===== src/hdl/usb_swap_params.svh =====
`ifndef USB_SWAP_PARAMS_SVH
`define USB_SWAP_PARAMS_SVH

// Register offsets on the byte-wide configuration port.
`define PIN_POLARITY_EXCHANGE_OFS 8'hFA
`define PORT_ONE_TWO_LOGICAL_MAP_OFS 8'hFB

// Reset values.
`define PIN_POLARITY_EXCHANGE_RST 4'h0
`define PORT_ONE_TWO_LOGICAL_MAP_RST 8'h00

// Field positions in the exchange register.
`define XCHG_UPSTREAM_BIT 0
`define XCHG_PORT1_BIT 1
`define XCHG_PORT2_BIT 2
`define XCHG_PORT3_BIT 3
`define XCHG_USED_W 4

// Field positions in the map register.
`define MAP_PORT1_LSB 0
`define MAP_PORT2_LSB 4
`define MAP_FIELD_W 4

// Number of pin pairs, upstream included, and the largest legal logical number.
`define PIN_PAIRS 4
`define MAX_LOGICAL 4'h3

`endif


===== src/hdl/usb_swap_pkg.sv =====
package usb_swap_pkg;

    typedef logic [7:0] cfg_byte_t;
    typedef logic [1:0] logical_num_t;

    typedef struct packed {
        logic enabled;
        logic illegal;
        logical_num_t num;
    } map_entry_t;

endpackage

===== src/hdl/pin_exchange_lane.sv =====
module pin_exchange_lane (
    // Clock and reset
    input wire logic ref_clk_i,
    input wire logic rst_n_i,
    // Control
    input wire logic swap_i,
    // Core side
    input wire logic dpos_out_i,
    input wire logic dpos_oe_i,
    input wire logic dneg_out_i,
    input wire logic dneg_oe_i,
    output logic dpos_in_o,
    output logic dneg_in_o,
    // Pin side
    input wire logic plus_pin_i,
    output logic plus_pin_o,
    output logic plus_pin_oe_o,
    input wire logic minus_pin_i,
    output logic minus_pin_o,
    output logic minus_pin_oe_o
);
    import usb_swap_pkg::*;

    typedef struct packed {
        logic plus_m;
        logic plus_s;
        logic minus_m;
        logic minus_s;
        logic plus_o;
        logic plus_oe;
        logic minus_o;
        logic minus_oe;
        logic dpos_in;
        logic dneg_in;
    } lane_state_t;

    lane_state_t s_q;
    lane_state_t s_d;

    always_comb begin
        s_d = s_q;
        s_d.plus_m = plus_pin_i;
        s_d.plus_s = s_q.plus_m;
        s_d.minus_m = minus_pin_i;
        s_d.minus_s = s_q.minus_m;
        if (swap_i) begin
            s_d.plus_o = dneg_out_i;
            s_d.plus_oe = dneg_oe_i;
            s_d.minus_o = dpos_out_i;
            s_d.minus_oe = dpos_oe_i;
            s_d.dpos_in = s_q.minus_s;
            s_d.dneg_in = s_q.plus_s;
        end else begin
            s_d.plus_o = dpos_out_i;
            s_d.plus_oe = dpos_oe_i;
            s_d.minus_o = dneg_out_i;
            s_d.minus_oe = dneg_oe_i;
            s_d.dpos_in = s_q.plus_s;
            s_d.dneg_in = s_q.minus_s;
        end
    end

    always_ff @(posedge ref_clk_i) begin
        if (!rst_n_i) begin
            s_q <= '0;
        end else begin
            s_q <= s_d;
        end
    end

    assign plus_pin_o = s_q.plus_o;
    assign plus_pin_oe_o = s_q.plus_oe;
    assign minus_pin_o = s_q.minus_o;
    assign minus_pin_oe_o = s_q.minus_oe;
    assign dpos_in_o = s_q.dpos_in;
    assign dneg_in_o = s_q.dneg_in;

    property p_straight_route;
        @(posedge ref_clk_i) disable iff (!rst_n_i)
        !swap_i |=> (plus_pin_o == $past(dpos_out_i)) && (minus_pin_o == $past(dneg_out_i));
    endproperty
    a_straight_route: assert property (p_straight_route) else $error("straight routing broken");

    property p_swapped_route;
        @(posedge ref_clk_i) disable iff (!rst_n_i)
        swap_i |=> (plus_pin_o == $past(dneg_out_i)) && (minus_pin_oe_o == $past(dpos_oe_i));
    endproperty
    a_swapped_route: assert property (p_swapped_route) else $error("swapped routing broken");

    property p_swapped_receive;
        @(posedge ref_clk_i) disable iff (!rst_n_i)
        swap_i ##1 swap_i ##1 swap_i |=> dpos_in_o == $past(minus_pin_i, 3);
    endproperty
    a_swapped_receive: assert property (p_swapped_receive) else $error("receive swap broken");
endmodule


===== src/hdl/usb_port_swap_remap_config.sv =====
`include "usb_swap_params.svh"

module usb_port_swap_remap_config (
    // Clock and reset
    input wire logic ref_clk_i,
    input wire logic rst_n_i,
    // Configuration port from the loader or the serial slave
    input wire usb_swap_pkg::cfg_byte_t cfg_addr_i,
    input wire logic cfg_wr_i,
    input wire usb_swap_pkg::cfg_byte_t cfg_wdata_i,
    output usb_swap_pkg::cfg_byte_t cfg_rdata_o,
    // Mode and neighbouring configuration
    input wire logic logical_mapping_enable_i,
    input wire logic port3_enabled_i,
    // Port numbering towards the hub core
    output logic port1_enabled_o,
    output usb_swap_pkg::logical_num_t port1_logical_o,
    output logic port2_enabled_o,
    output usb_swap_pkg::logical_num_t port2_logical_o,
    output logic map_illegal_o,
    output logic [1:0] port_count_o,
    // Register contents
    output logic [`XCHG_USED_W-1:0] pin_exchange_bits_o,
    output usb_swap_pkg::cfg_byte_t port_one_two_map_field_o,
    // Core side of each pin pair, index 0 is upstream
    input wire logic [`PIN_PAIRS-1:0] dpos_out_i,
    input wire logic [`PIN_PAIRS-1:0] dpos_oe_i,
    input wire logic [`PIN_PAIRS-1:0] dneg_out_i,
    input wire logic [`PIN_PAIRS-1:0] dneg_oe_i,
    output logic [`PIN_PAIRS-1:0] dpos_in_o,
    output logic [`PIN_PAIRS-1:0] dneg_in_o,
    // Pins
    input wire logic [`PIN_PAIRS-1:0] plus_pin_i,
    output logic [`PIN_PAIRS-1:0] plus_pin_o,
    output logic [`PIN_PAIRS-1:0] plus_pin_oe_o,
    input wire logic [`PIN_PAIRS-1:0] minus_pin_i,
    output logic [`PIN_PAIRS-1:0] minus_pin_o,
    output logic [`PIN_PAIRS-1:0] minus_pin_oe_o
);
    import usb_swap_pkg::*;

    typedef struct packed {
        logic [`XCHG_USED_W-1:0] xchg;
        cfg_byte_t map;
        cfg_byte_t rdata;
        map_entry_t p1;
        map_entry_t p2;
        logic illegal;
        logic [1:0] count;
    } cfg_state_t;

    cfg_state_t s_q;
    cfg_state_t s_d;

    // Values above the largest logical number disable the port rather than alias
    // onto a legal number, so a bad image cannot collide two ports.
    function automatic map_entry_t decode_field(input logic [`MAP_FIELD_W-1:0] f);
        map_entry_t e;
        e.enabled = (f != 4'h0) && (f <= `MAX_LOGICAL);
        e.illegal = f > `MAX_LOGICAL;
        e.num = e.enabled ? f[1:0] : 2'h0;
        return e;
    endfunction

    map_entry_t dec1;
    map_entry_t dec2;

    always_comb begin
        s_d = s_q;
        if (cfg_wr_i && cfg_addr_i == `PIN_POLARITY_EXCHANGE_OFS) begin
            s_d.xchg[`XCHG_UPSTREAM_BIT] = cfg_wdata_i[`XCHG_UPSTREAM_BIT];
            s_d.xchg[`XCHG_PORT1_BIT] = cfg_wdata_i[`XCHG_PORT1_BIT];
            s_d.xchg[`XCHG_PORT2_BIT] = cfg_wdata_i[`XCHG_PORT2_BIT];
            s_d.xchg[`XCHG_PORT3_BIT] = cfg_wdata_i[`XCHG_PORT3_BIT];
        end
        if (cfg_wr_i && cfg_addr_i == `PORT_ONE_TWO_LOGICAL_MAP_OFS) begin
            s_d.map = cfg_wdata_i;
        end
        // Reserved exchange bits are not stored and read back as zero.
        unique case (cfg_addr_i)
            `PIN_POLARITY_EXCHANGE_OFS: s_d.rdata = {4'h0, s_q.xchg};
            `PORT_ONE_TWO_LOGICAL_MAP_OFS: s_d.rdata = s_q.map;
            default: s_d.rdata = 8'h00;
        endcase
        dec1 = decode_field(s_q.map[`MAP_PORT1_LSB +: `MAP_FIELD_W]);
        dec2 = decode_field(s_q.map[`MAP_PORT2_LSB +: `MAP_FIELD_W]);
        if (logical_mapping_enable_i) begin
            s_d.p1 = dec1;
            s_d.p2 = dec2;
            s_d.illegal = dec1.illegal | dec2.illegal;
        end else begin
            s_d.p1 = '{enabled: 1'b1, illegal: 1'b0, num: 2'h1};
            s_d.p2 = '{enabled: 1'b1, illegal: 1'b0, num: 2'h2};
            s_d.illegal = 1'b0;
        end
        // Only the count leaves the hub; the numbering goes to the hub core.
        s_d.count = 2'({1'b0, s_d.p1.enabled} + {1'b0, s_d.p2.enabled}
                    + {1'b0, port3_enabled_i});
    end

    always_ff @(posedge ref_clk_i) begin
        if (!rst_n_i) begin
            s_q <= '0;
            s_q.xchg <= `PIN_POLARITY_EXCHANGE_RST;
            s_q.map <= `PORT_ONE_TWO_LOGICAL_MAP_RST;
        end else begin
            s_q <= s_d;
        end
    end

    assign cfg_rdata_o = s_q.rdata;
    assign port1_enabled_o = s_q.p1.enabled;
    assign port1_logical_o = s_q.p1.num;
    assign port2_enabled_o = s_q.p2.enabled;
    assign port2_logical_o = s_q.p2.num;
    assign map_illegal_o = s_q.illegal;
    assign port_count_o = s_q.count;
    assign pin_exchange_bits_o = s_q.xchg;
    assign port_one_two_map_field_o = s_q.map;

    genvar gi;
    generate
        for (gi = 0; gi < `PIN_PAIRS; gi++) begin : g_lane
            pin_exchange_lane u_lane (
                .ref_clk_i(ref_clk_i),
                .rst_n_i(rst_n_i),
                .swap_i(s_q.xchg[gi]),
                .dpos_out_i(dpos_out_i[gi]),
                .dpos_oe_i(dpos_oe_i[gi]),
                .dneg_out_i(dneg_out_i[gi]),
                .dneg_oe_i(dneg_oe_i[gi]),
                .dpos_in_o(dpos_in_o[gi]),
                .dneg_in_o(dneg_in_o[gi]),
                .plus_pin_i(plus_pin_i[gi]),
                .plus_pin_o(plus_pin_o[gi]),
                .plus_pin_oe_o(plus_pin_oe_o[gi]),
                .minus_pin_i(minus_pin_i[gi]),
                .minus_pin_o(minus_pin_o[gi]),
                .minus_pin_oe_o(minus_pin_oe_o[gi])
            );
        end
    endgenerate

    property p_upstream_bit;
        @(posedge ref_clk_i) disable iff (!rst_n_i)
        cfg_wr_i && cfg_addr_i == 8'hFA |=> pin_exchange_bits_o[0] == $past(cfg_wdata_i[0]);
    endproperty
    a_upstream_bit: assert property (p_upstream_bit) else $error("upstream bit not stored");

    property p_port1_bit;
        @(posedge ref_clk_i) disable iff (!rst_n_i)
        cfg_wr_i && cfg_addr_i == 8'hFA ##1 !dpos_out_i[1] && dneg_out_i[1]
        |=> plus_pin_o[1] == $past(pin_exchange_bits_o[1]);
    endproperty
    a_port1_bit: assert property (p_port1_bit) else $error("port 1 exchange wrong");

    property p_port2_bit;
        @(posedge ref_clk_i) disable iff (!rst_n_i)
        cfg_wr_i && cfg_addr_i == 8'hFA |=> pin_exchange_bits_o[2] == $past(cfg_wdata_i[2]);
    endproperty
    a_port2_bit: assert property (p_port2_bit) else $error("port 2 bit not stored");

    property p_port3_bit;
        @(posedge ref_clk_i) disable iff (!rst_n_i)
        cfg_wr_i && cfg_addr_i == 8'hFA |=> pin_exchange_bits_o[3] == $past(cfg_wdata_i[3]);
    endproperty
    a_port3_bit: assert property (p_port3_bit) else $error("port 3 bit not stored");

    property p_reserved_zero;
        @(posedge ref_clk_i) disable iff (!rst_n_i)
        cfg_addr_i == 8'hFA && !cfg_wr_i |=> cfg_rdata_o[7:4] == 4'h0;
    endproperty
    a_reserved_zero: assert property (p_reserved_zero) else $error("reserved bits read nonzero");

    property p_physical_order;
        @(posedge ref_clk_i) disable iff (!rst_n_i)
        !logical_mapping_enable_i |=> port1_logical_o == 2'h1 && port2_logical_o == 2'h2
            && port1_enabled_o && port2_enabled_o;
    endproperty
    a_physical_order: assert property (p_physical_order) else $error("physical order lost");

    property p_port_count;
        @(posedge ref_clk_i) disable iff (!rst_n_i)
        ##1 port_count_o == 2'($past(port3_enabled_i)) + 2'(port1_enabled_o) + 2'(port2_enabled_o);
    endproperty
    a_port_count: assert property (p_port_count) else $error("port count wrong");

    property p_port1_field;
        @(posedge ref_clk_i) disable iff (!rst_n_i)
        logical_mapping_enable_i && port_one_two_map_field_o[3:0] > 4'h3
        |=> !port1_enabled_o && map_illegal_o;
    endproperty
    a_port1_field: assert property (p_port1_field) else $error("illegal port 1 value used");

    property p_port2_field;
        @(posedge ref_clk_i) disable iff (!rst_n_i)
        logical_mapping_enable_i && port_one_two_map_field_o[7:4] == 4'h1
        |=> port2_enabled_o && port2_logical_o == 2'h1;
    endproperty
    a_port2_field: assert property (p_port2_field) else $error("port 2 not on logical 1");

    property p_map_stored;
        @(posedge ref_clk_i) disable iff (!rst_n_i)
        cfg_wr_i && cfg_addr_i == 8'hFB |=> port_one_two_map_field_o == $past(cfg_wdata_i);
    endproperty
    a_map_stored: assert property (p_map_stored) else $error("map byte not stored");

    // Writes to any other offset, the neighbouring remap register included, must not leak
    // into these two registers.
    property p_exchange_held;
        @(posedge ref_clk_i) disable iff (!rst_n_i)
        !(cfg_wr_i && cfg_addr_i == 8'hFA) |=> $stable(pin_exchange_bits_o);
    endproperty
    a_exchange_held: assert property (p_exchange_held) else $error("exchange bits moved");

    property p_map_held;
        @(posedge ref_clk_i) disable iff (!rst_n_i)
        !(cfg_wr_i && cfg_addr_i == 8'hFB) |=> $stable(port_one_two_map_field_o);
    endproperty
    a_map_held: assert property (p_map_held) else $error("map byte moved");

    property p_exchange_read;
        @(posedge ref_clk_i) disable iff (!rst_n_i)
        cfg_addr_i == 8'hFA |=> cfg_rdata_o == {4'h0, $past(pin_exchange_bits_o)};
    endproperty
    a_exchange_read: assert property (p_exchange_read) else $error("exchange read wrong");

    property p_map_read;
        @(posedge ref_clk_i) disable iff (!rst_n_i)
        cfg_addr_i == 8'hFB |=> cfg_rdata_o == $past(port_one_two_map_field_o);
    endproperty
    a_map_read: assert property (p_map_read) else $error("map read wrong");

    property p_port1_mapped;
        @(posedge ref_clk_i) disable iff (!rst_n_i)
        logical_mapping_enable_i && port_one_two_map_field_o[3:0] != 4'h0
            && port_one_two_map_field_o[3:0] <= 4'h3
        |=> port1_enabled_o && port1_logical_o == $past(port_one_two_map_field_o[1:0]);
    endproperty
    a_port1_mapped: assert property (p_port1_mapped) else $error("port 1 number wrong");

    property p_port1_off;
        @(posedge ref_clk_i) disable iff (!rst_n_i)
        logical_mapping_enable_i && port_one_two_map_field_o[3:0] == 4'h0
        |=> !port1_enabled_o && port1_logical_o == 2'h0;
    endproperty
    a_port1_off: assert property (p_port1_off) else $error("port 1 not disabled");

    property p_port2_mapped;
        @(posedge ref_clk_i) disable iff (!rst_n_i)
        logical_mapping_enable_i && port_one_two_map_field_o[7:4] != 4'h0
            && port_one_two_map_field_o[7:4] <= 4'h3
        |=> port2_enabled_o && port2_logical_o == $past(port_one_two_map_field_o[5:4]);
    endproperty
    a_port2_mapped: assert property (p_port2_mapped) else $error("port 2 number wrong");

    property p_port2_off;
        @(posedge ref_clk_i) disable iff (!rst_n_i)
        logical_mapping_enable_i && port_one_two_map_field_o[7:4] == 4'h0
        |=> !port2_enabled_o && port2_logical_o == 2'h0;
    endproperty
    a_port2_off: assert property (p_port2_off) else $error("port 2 not disabled");

    property p_port2_refused;
        @(posedge ref_clk_i) disable iff (!rst_n_i)
        logical_mapping_enable_i && port_one_two_map_field_o[7:4] > 4'h3
        |=> !port2_enabled_o && map_illegal_o;
    endproperty
    a_port2_refused: assert property (p_port2_refused) else $error("port 2 not refused");

    property p_illegal_off;
        @(posedge ref_clk_i) disable iff (!rst_n_i)
        !logical_mapping_enable_i |=> !map_illegal_o;
    endproperty
    a_illegal_off: assert property (p_illegal_off) else $error("illegal flag raised");

    // A core driving D+ low and D- high shows the lane's routing directly on the pins.
    property p_upstream_route;
        @(posedge ref_clk_i) disable iff (!rst_n_i)
        !dpos_out_i[0] && dneg_out_i[0]
        |=> plus_pin_o[0] == $past(pin_exchange_bits_o[0]) && minus_pin_o[0] != plus_pin_o[0];
    endproperty
    a_upstream_route: assert property (p_upstream_route) else $error("upstream misrouted");

    property p_port2_route;
        @(posedge ref_clk_i) disable iff (!rst_n_i)
        !dpos_out_i[2] && dneg_out_i[2]
        |=> plus_pin_o[2] == $past(pin_exchange_bits_o[2]) && minus_pin_o[2] != plus_pin_o[2];
    endproperty
    a_port2_route: assert property (p_port2_route) else $error("port 2 misrouted");

    property p_port3_route;
        @(posedge ref_clk_i) disable iff (!rst_n_i)
        !dpos_out_i[3] && dneg_out_i[3]
        |=> plus_pin_o[3] == $past(pin_exchange_bits_o[3]) && minus_pin_o[3] != plus_pin_o[3];
    endproperty
    a_port3_route: assert property (p_port3_route) else $error("port 3 misrouted");
endmodule


===== config.mk =====
export PLATFORM = sky130hd
export DESIGN_NAME = usb_port_swap_remap_config
export DESIGN_NICKNAME = d
export VERILOG_FILES = /design/src/hdl/usb_swap_pkg.sv /design/src/hdl/pin_exchange_lane.sv /design/src/hdl/usb_port_swap_remap_config.sv
export VERILOG_INCLUDE_DIRS = /design/src /design/src/hdl
export SDC_FILE = /design/constraint.sdc
export NUM_CORES = 1
export LEC_CHECK = 0
export ABC_AREA = 1
export BUFFER_PORTS_ARGS = -buffer_cell sky130_fd_sc_hd__buf_2
export CAP_MARGIN = 5
export CORE_MARGIN = 2
export CORE_UTILIZATION = 52
export CTS_CLUSTER_DIAMETER = 120
export DETAILED_ROUTE_END_ITERATION = 10
export PLACE_DENSITY = 0.84
export SETUP_SLACK_MARGIN = 0.2
export SLEW_MARGIN = 20
export SYNTH_ARGS = -nofsm -noshare
export SYNTH_HDL_FRONTEND = slang
export SYNTH_SLANG_ARGS = --single-unit

===== constraint.sdc =====
create_clock -name ref_clk_i -period 2.5 [get_ports ref_clk_i]
set_input_delay 0.25 -clock ref_clk_i [delete_from_list [all_inputs] [get_ports ref_clk_i]]
set_output_delay 0.25 -clock ref_clk_i [all_outputs]
set_load 0.01 [all_outputs]

Word-level counts from Yosys, hierarchy flattened --
Index checks and enable logic that the tools add are counted.
Cells by class: add/subtract/negate cells 2, $lt $le $gt $ge 4, equality and inequality tests 2, mux-type cells 8, bitwise gates (word level) 1, reduce and logical (&&, ||, !) cells 9
Operators by type and width (count):
- $mux W6 | 4
- $eq A8 B8 Y1 const B | 2
- $pmux W8 S2 | 1
- $mux W9 | 1
- $gt A4 B2 Y1 const B | 2
- $le A4 B2 Y1 const B | 2
- $reduce_bool A4 Y1 | 2
- $reduce_and A3 Y1 | 2
- $logic_and A1 B1 Y1 | 4
- $mux W2 | 2
- $add A1 B1 Y2 | 1
- $add A2 B1 Y2 | 1
- $reduce_and A2 Y1 | 1
- $or A1 B1 Y1 | 1
Storage, ports and cells: flip-flop bits (word level) 69, input port bits 45, output and inout port bits 53, logic and storage cells 77

Logic depth before layout (Yosys ltp) --
Gate-level depths: netlist of the first run.
word-level depth 6, depth in mapped cells 8, gate-level depth less buffers 7

Cells and area by module --
From an unflattened synthesis of the first run, not the netlist that was laid out.
Second synthesis, totals: cells, all modules 354, area, all modules 2613.8 um^2
Modules (own cells, without submodules):
- pin_exchange_lane | instances 4, cells each 50, area an instance 361.6 um^2, sequential area each 200.2 um^2
- usb_port_swap_remap_config | instances 1, cells each 154, area an instance 1167.4 um^2, sequential area each 580.6 um^2

Worst setup path after synthesis of the first run --
No wires, ideal clock.
path kind reg-to-reg, start point reg s_q (netlist bit port_one_two_map_field_o[7]), end point reg s_q (netlist bit port_count_o[0]), arrival time 1.238 ns, data required time 2.384 ns, slack 1.146 ns, stages on the path, launching flop included 7, buffers on the path 0, clock period less this slack 1.354 ns, path through dfxtp_1 -> nor2_1 -> o21ai_0 -> inv_1 -> nor2_1 -> fa_1 -> nor2_1
On the way: cells in the longest elaborated chain, start to end 5, elaborated cells between the ends (all ways) 6, those cells by class add/sub (2); order compare (1); mux (1); reduce/logical (2)
Ends and longest elaborated chain:
- start, declared | RTL line usb_port_swap_remap_config.sv:52 | cfg_state_t s_q;
- $le A4 B2 Y1 (no line) or $reduce_bool A4 Y1 (tied branches)
- $logic_and A1 B1 Y1 (*) | RTL line usb_port_swap_remap_config.sv:59 | e.enabled = (f != 4'h0) && (f <= `MAX_LOGICAL);
- $mux W9 (*) | RTL line usb_port_swap_remap_config.sv:87 | if (logical_mapping_enable_i) begin
- $add A1 B1 Y2 (*) | RTL line usb_port_swap_remap_config.sv:97 | s_d.count = 2'({1'b0, s_d.p1.enabled} + {1'b0, s_d.p2.enabled}
- $add A2 B1 Y2 (*) | RTL line usb_port_swap_remap_config.sv:98 | + {1'b0, port3_enabled_i});
Mark *: on every way between the ends. The rest lies on a longest branch, timed or not. A chain may end at the register's enable or synchronous reset.

Final worst setup path of the first run --
start point reg s_q (netlist bit port_one_two_map_field_o[0]), end point reg s_q (netlist bit port_count_o[0])
Same word-level chain as after synthesis.

==> results.toml, run 1 <==
[drt]
drcViolationCount = 0
postRouteAntennaNets = 0
via_per_inst = 4.56
wire_per_inst_um = 10.6
drtPass1Iterations = 4
drt_iter0_drc = 136
routed_wl_mm = 5.03
via_count = 2165

[clock_tree]
numCtsBuffers = 9
cts_resized = 0
clock_latency_ns = 0.33
postCtsHoldBufs = 0
cts_setup_buffers = 0
tritoncts = "yes"
clk_path_buf_depth = 2
htreeDepth = 3
root_buffer = "clkbuf_8"
path_clk_slew_ns = 0.07
cts.sinks = 69

[pwr]
power_mw = 2.15
ir_worst_vdd_mv = 0.429
leakagePower_nw = 1.75
power.density_nw_per_um2 = 687

[setup_path]
max_stage_delay_ns = 0.43
path_buf_inv = 1
cp.arrival_ns = 1.74
endpoint_kind = "flop"
critPathTopFamily = "adder cells"
critical_path_required_ns = 2.76
crit_slowest_cell = "fa_1"
critPathKind = "reg2reg"
start_kind = "flop"
crit_path_start = "port_one_two_map_field_o[0]$_SDFFE_PN0P_"
cp_common_cell = "nor2_1"
path_max_fanout = 5
path_cells = "o21ai_0 -> inv_1 -> nor2_1 -> fa_1 -> nor2_1"
reg2reg_from = "port_one_two_map_field_o[0]$_SDFFE_PN0P_"

[sta]
worst_hold_slack_ns = 0.0978
finClkSkew_ns = 0.00481
fmax_mhz = 675
setup_slack_ns = 1.02
slew_headroom_pct = 65.9
slew_viol_final = 0
rsz0062_at_grt = "no"
hold_violations = 0
fin_crit_sh_pct = 59.3
layout_min_cycle_time_ns = 1.48
tightest_slew_ns = 0.512
tns_ns = 0
setup_violations = 0

[placement]
dp_slack_ns = 1.04
placed_area_sq_um = 2940
dp_hpwl_mm = 3.67
portBuffers = 97
place_inst = 459
gp_congestion = 0.776

[finish]
final_core_util_pct = 65.3
mostFrequentLayoutCells = "97 x buf_2, 76 x nor2_1, 69 x dfxtp_1"
final_common_cell = "buf_2"
instances_no_fill = 475
n_antenna_cell = 0
nFillCells = 425
postLayoutCellArea_sq_um = 3130
area_growth_pct = 19.3
final_nets = 449
drive_gt1_share_pct = 29.9

[grt]
antenna_found_initial = 0
first_global_vias = 1999
grt.overflow.total = 0
grt.total_usage_pct = 19.5
grt_max_degree = 34
grt_pass1_wl_mm = 8.22

[logic_synthesis]
synth_async_sr_flop_share_pct = 0
synth_top_cell_by_area = "dfxtp_1"
ys_seq_area_share_pct = 52.7
yosysWarnings = 0
ys_types = 18
synth_top_area_share_pct = 52.7
synth_edf_count = 0
syn_nets = 377
synth.area.top_cells = "dfxtp_1 53%, nor2_1 11%, buf_4 8.6%, nand2_1 6.4%, inv_1 6.0%"
synth_area_sq_um = 2620
netlist_instances = 331
dominantRegCellSynth = "dfxtp_1"
ys_ff_latch = 69
syn_avg_cell_area_sq_um = 7.92

[floorplanning]
rows = 25
die_height_um = 75
start_util_pct = 54.8
core_area_sq_um = 4790
fp.dieW_um = 75
ios = 98
dieArea_sq_um = 5630

[outcome]
status = "finished, final reports clean"

[flow_run]
cap_violations = 0

[worst_hold_path]
min_path_type = "in2reg"
worstHoldStart = "minus_pin_i[3]"
## path summary, 6_finish.rpt
| check | end | slack, ns | cells past startpoint |
|---|---|---|---|
| worst max-delay path | port_count_o[0]$_SDFF_PN0_ | 1.02 | 5 |
| worst min-delay path | g_lane[3].u_lane.s_d[6]$_SDFF_PN0_ | 0.1 | 3 |
| worst max register to register | port_count_o[0]$_SDFF_PN0_ | 1.02 | 5 |
| worst min register to register | g_lane[1].u_lane.s_q[8]$_SDFF_PN0_ | 0.41 | 2 |
## final cells by class
class	instances	area (sq um)	area share, %
sequential	69	1380	44.2
multi-input combinational	182	816	26.1
timing repair buffer	98	493	15.8
inverter	43	161	5.16
clock buffer	11	141	4.52
tap	67	83.8	2.68
clock inverter	5	50.0	1.60
## registers in the layout, indices dropped and copies added (netlist names)
signal	cells
cfg_rdata_o	8
g_lane.u_lane.s_d	8
g_lane.u_lane.s_q	8
port_one_two_map_field_o	8
g_lane.u_lane.dneg_in_o	4
g_lane.u_lane.dpos_in_o	4
g_lane.u_lane.minus_pin_o	4
g_lane.u_lane.minus_pin_oe_o	4
g_lane.u_lane.plus_pin_o	4
g_lane.u_lane.plus_pin_oe_o	4
pin_exchange_bits_o	4
port1_logical_o	2
port2_logical_o	2
port_count_o	2
map_illegal_o	1
port1_enabled_o	1
port2_enabled_o	1
## Yosys cell counts (3+ instances only)
cell	count
inv_1	42
buf_4	30
nor2_4	3
o21ai_0	26
a21oi_1	7
clkbuf_1	3
nand2_2	4
buf_2	3
nand3_1	9
nor2_1	76
nand4_1	4
nand2_1	45
dfxtp_1	69
nor3_1	6
## report_power, final
| part | leakage, nW | internal (mW) | switching (mW) | total [mW] |
|---|---|---|---|---|
| sequential | 0.566 | 1.14 | 0.00902 | 1.14 |
| clock | 0.103 | 0.481 | 0.381 | 0.862 |
| combinational | 1.08 | 0.0598 | 0.0803 | 0.140 |
## kinds of logic (layout without fill, tap and decap cells)
group | count (synthesis) | in the layout | share of synthesized area, %
DFF | 69 | 69 | 52.7
and+or+nand+nor | 148 | 148 | 24.1
adders and majority gates | 1 | 1 | 0.764
buffers and inverters | 80 | 157 | 16.2
AOI/OAI and AO/OA | 33 | 33 | 6.30
## layer usage
| layer | share of wire (%) | vias up | global-route usage (%) |
|---|---|---|---|
| met5 | 0 | - | 0 |
| met3 | 8.0 | 11 | 6.16 |
| met2 | 48 | 75 | 31.6 |
| met1 | 42 | 954 | 22.9 |
| met4 | 1.8 | 0 | 10.7 |
| li1 | - | 1125 | - |
## worst reg2reg max path: stages, from the launching register on
cell,delay [ns]
dfxtp_1,0.36
o21ai_0,0.27
inv_1,0.08
nor2_1,0.15
fa_1,0.43
nor2_1,0.11
No activity file was read; power rests on OpenSTA's default activity.
==> run 2: changes to the inputs <==
Settings changed: CORE_UTILIZATION 52 to 44, PLACE_DENSITY 0.84 to 0.76.
Clock period 2.5 ns to 1.28 ns, I/O delays scaled along.
==> results.toml, run 2 (synthesis gave the netlist of run 1 again) <==
[outcome]
status = "finished, violations left"
violations = "setup timing"

[grt]
grt_pass1_wl_mm = 8.71
antenna_found_initial = 0
first_global_vias = 2018
grt_max_degree = 27
grt.overflow.total = 0
grt.total_usage_pct = 17.7

[clock_tree]
clk_path_buf_depth = 2
htreeDepth = 3
cts.sinks = 69
tritoncts = "yes"
numCtsBuffers = 9
clock_latency_ns = 0.33
path_clk_slew_ns = 0.06
root_buffer = "clkbuf_8"

[drt]
top_layer_used = "met4"
postRouteAntennaNets = 0
drcViolationCount = 0
drt_iter0_drc = 76
via_count = 2263
via_per_inst = 4.45
route.met3.wl_um = 396
drtPass1Iterations = 4
wl_met1_mm = 2.36
dr_wl_met2_mm = 2.69
routed_wl_mm = 5.57
wire_per_inst_um = 11.0

[sta]
rsz0062_at_grt = "yes"
layout_min_cycle_time_ns = 1.30
tns_ns = -0.0173
finClkSkew_ns = 0.00167
fmax_mhz = 771
slew_viol_final = 0
fin_crit_sh_pct = 101
setup_slack_ns = -0.0173
slew_headroom_pct = 67.4
setup_violations = 1
tightest_slew_ns = 0.489
hold_violations = 0

[pwr]
p_switching_mw = 0.916
power_frac_comb_pct = 7.7
leakagePower_nw = 1.87
power_mw = 4.01
ir_worst_vdd_mv = 0.605
power.density_nw_per_um2 = 1170
internal_power_mw = 3.10
p_clk_share_pct = 36.7
seqPwrFrac_pct = 55.7
switching_share_pct = 22.8

[setup_path]
critPathTopFamily = "adder cells"
path_buf_inv = 1
cp_common_cell = "nor2_4"
path_cells = "nor2_4 -> o21ai_2 -> inv_2 -> nor2_4 -> fa_1 -> nor2_1"
max_stage_delay_ns = 0.50
rr_endpoint = "port_count_o[0]$_SDFF_PN0_"
start_kind = "flop"
reg2reg_slack_ns = -0.02
critical_path_required_ns = 1.49
critPathKind = "reg2reg"
crit_slowest_cell = "fa_1"
reg2reg_from = "port_one_two_map_field_o[6]$_SDFFE_PN0P_"
endpoint_kind = "flop"
r2r_cells = 6
cp.arrival_ns = 1.51
path_max_fanout = 2

[floorplanning]
core_area_sq_um = 5850
rows = 28
fp.dieW_um = 81.2
ios = 98
die_height_um = 81.2
start_util_pct = 44.8
dieArea_sq_um = 6590

[finish]
final_nets = 475
final_common_cell = "buf_2"
multi_input_area_sq_um = 856
drive_gt1_share_pct = 36.3
nFillCells = 536
final_core_util_pct = 58.6
seq_area_sq_um = 1400
instances_no_fill = 508
area_growth_pct = 30.7
mostFrequentLayoutCells = "91 x buf_2, 72 x nor2_1, 58 x dfxtp_1"
n_antenna_cell = 0

[placement]
dp_hpwl_mm = 3.87
gp_congestion = 0.720
place_inst = 480
dp_slack_ns = -0.0322
portBuffers = 97

[worst_hold_path]
min_path_type = "in2reg"
hold_end = "port_one_two_map_field_o[5]$_SDFFE_PN0P_"
hold_depth = 3
worstHoldStart = "cfg_wdata_i[5]"

[flow_run]
cap_violations = 0
## run 2: metal layers
metal | vias up | global-route usage, %
met5 | - | 0
met4 | 0 | 10.2
met3 | 10 | 5.44
met2 | 73 | 29.6
met1 | 1008 | 19.9
li1 | 1172 | -
## run 2: stage by stage
step	cell area, sq um	hold WS, ns
5_1_grt	3430	0.0260
2_1_floorplan	2630	0.224
3_5_place_dp	3050	0.316
6_report	3430	0.0142
3_3_place_gp	3050	0.311
4_1_cts	3340	0.00483
## run 2: what timing repair did
action / CTS / global route
cloned: 0 / 0
endpoints found under the setup margin: 6 / 9
pin swaps: 1 / 1
hold endpoints to repair: 8 / 0
setup buffers: 4 / 1
gates resized for setup: 8 / 23
hold buffers: 8 / 0
## run 2: power by group through the flow
stage / combinational (mW) / clock, mW / sequential, mW
3_5_place_dp: 0.283 / 0 / 2.29
6_report: 0.307 / 1.47 / 2.23
4_1_cts: 0.304 / 1.52 / 2.24
2_1_floorplan: 0.177 / 0 / 2.29
3_3_place_gp: 0.275 / 0 / 2.28
5_1_grt: 0.347 / 1.61 / 2.24
## run 2: worst max-delay path by stage
stage | start | to | slack (ns) | depth (start not counted)
after CTS | port_one_two_map_field_o[7]$_SDFFE_PN0P_ | port_count_o[0]$_SDFF_PN0_ | -0.03 | 6
after floorplan | port_one_two_map_field_o[6]$_SDFFE_PN0P_ | port_count_o[0]$_SDFF_PN0_ | -0.002 | 6
final | port_one_two_map_field_o[6]$_SDFFE_PN0P_ | port_count_o[0]$_SDFF_PN0_ | -0.02 | 6
after global routing | port_one_two_map_field_o[6]$_SDFFE_PN0P_ | port_count_o[0]$_SDFF_PN0_ | -0.07 | 6
after detailed placement | port_one_two_map_field_o[6]$_SDFFE_PN0P_ | port_count_o[0]$_SDFF_PN0_ | -0.03 | 6
after global placement | port_one_two_map_field_o[6]$_SDFFE_PN0P_ | port_count_o[0]$_SDFF_PN0_ | -0.006 | 6
## run 2: worst reg2reg max path, cell delays in order (launching register included)
cell and delay (ns):
dfxtp_2 0.33, nor2_4 0.12, o21ai_2 0.07, inv_2 0.07, nor2_4 0.04, fa_1 0.50
nor2_1 0.04
## run 2: final cells by class
cell class / count / area share, %
Clock buffer: 13 / 4.34
Clock inverter: 2 / 0.292
Inverter: 43 / 4.71
Multi-Input combinational cell: 182 / 25.0
Sequential cell: 69 / 40.9
Tap cell: 75 / 2.74
Timing Repair Buffer: 124 / 22.1
==> run 3: changes to the inputs <==
Settings changed: CELL_PAD_IN_SITES_DETAIL_PLACEMENT from default to 0, CELL_PAD_IN_SITES_GLOBAL_PLACEMENT from default to 2, CORE_UTILIZATION 44 to 24, PLACE_DENSITY 0.76 to default, PLACE_DENSITY_LB_ADDON from default to 0.1.
==> results.toml, run 3 (synthesis gave the netlist of run 1 again) <==
[outcome]
status = "finished, final reports clean"

[sta]
tightest_slew_ns = 0.257
tns_ns = 0
slew_viol_final = 0
setup_violations = 0
hold_violations = 0
slew_headroom_pct = 82.8
fmax_mhz = 785
fin_crit_sh_pct = 99.5
setup_slack_ns = 0.00656
layout_min_cycle_time_ns = 1.27
rsz0062_at_grt = "yes"
finClkSkew_ns = 0.00852

[clock_tree]
htreeDepth = 3
cts.sinks = 69
tritoncts = "yes"
root_buffer = "clkbuf_8"
numCtsBuffers = 9
clock_latency_ns = 0.34
clk_path_buf_depth = 2
path_clk_slew_ns = 0.08

[drt]
via_count = 2204
routed_wl_mm = 6.45
drt_iter0_drc = 63
postRouteAntennaNets = 0
via_per_inst = 3.82
drcViolationCount = 0
wire_per_inst_um = 11.2
drtPass1Iterations = 4

[placement]
portBuffers = 97
place_inst = 548
dp_hpwl_mm = 4.62
placed_area_sq_um = 3170
dp_slack_ns = -0.0484
gp_congestion = 0.701

[floorplanning]
die_height_um = 109
start_util_pct = 24.4
core_area_sq_um = 10700
fp.dieW_um = 109
rows = 38
dieArea_sq_um = 11800
ios = 98

[setup_path]
start_kind = "flop"
cp.arrival_ns = 1.51
critical_path_required_ns = 1.52
reg2reg_from = "port_one_two_map_field_o[6]$_SDFFE_PN0P_"
path_max_fanout = 2
critPathKind = "reg2reg"
crit_path_start = "port_one_two_map_field_o[6]$_SDFFE_PN0P_"
endpoint_kind = "flop"

[grt]
grt_pass1_wl_mm = 10.3
grt.overflow.total = 0
grt.total_usage_pct = 11.6
first_global_vias = 2108
antenna_found_initial = 1
grt_max_degree = 25

[finish]
drive_gt1_share_pct = 35.9
area_growth_pct = 37.3
nFillCells = 1194
final_nets = 478
final_common_cell = "buf_2"
n_antenna_cell = 0
mostFrequentLayoutCells = "89 x buf_2, 72 x nor2_1, 57 x dfxtp_1"
instances_no_fill = 577
postLayoutCellArea_sq_um = 3600

[flow_run]
cap_violations = 0

[pwr]
leakagePower_nw = 1.91
ir_worst_vdd_mv = 0.372
power.density_nw_per_um2 = 1200

[worst_hold_path]
min_path_type = "in2reg"
worstHoldStart = "dneg_oe_i[2]"
run 3: critical path, cell delays in order (launching register included):
cell and delay (ns):
dfxtp_2 0.34, nor2_4 0.11, o21ai_2 0.07, inv_1 0.06
nor2_2 0.05, fa_1 0.50, nor2_1 0.04
run 3: worst paths after layout:
check | endpoint | slack, ns | cells after the start
max | port_count_o[0]$_SDFF_PN0_ | 0.007 | 6
min reg2reg | g_lane[3].u_lane.s_q[8]$_SDFF_PN0_ | 0.41 | 2
min | g_lane[2].u_lane.plus_pin_oe_o$_SDFF_PN0_ | 0.02 | 3
max reg2reg | port_count_o[0]$_SDFF_PN0_ | 0.007 | 6
run 3: power by group:
group          internal (mW)  switching [mW]
logic                  0.154           0.171
clock network          0.949           0.832
registers               2.21          0.0183
run 3: metrics by stage:
| stage | utilization [%] | power (mW) | hold WS (ns) |
|---|---|---|---|
| 3_5_place_dp | 29.5 | 2.59 | 0.312 |
| 4_1_cts | 33.0 | 4.43 | 0.00256 |
| 5_1_grt | 33.5 | 4.59 | 0.0143 |
| 6_report | 33.5 | 4.33 | 0.0218 |
| 3_3_place_gp | 29.5 | 2.59 | 0.315 |
| 2_1_floorplan | - | 2.47 | 0.224 |
run 3: what timing repair did:
action                                  4_1_cts  5_1_grt
endpoints found under the hold margin        12        0
endpoints found under the setup margin       11       14
pin swaps                                     1        1
resized for setup                            18       13
hold buffers                                 11        0
setup buffers                                 1        1
run 3: cell type report:
cell class | count | area, sq um | area share, %
flip-flops and latches | 69 | 1410 | 39.1
multi-input cells | 182 | 843 | 23.4
repair buffers | 127 | 820 | 22.8
well taps | 140 | 175 | 4.87
inverters | 43 | 161 | 4.49
clock buffers | 12 | 145 | 4.03
clock inverters | 4 | 47.5 | 1.32
run 3: per-layer routing:
metal	GRT usage (%)	share of wire (%)	vias to the layer above
met5	0	0	-
met4	5.77	1.6	0
met1	14.7	47	940
li1	-	-	1178
met2	16.9	43	77
met3	4.70	9.0	9
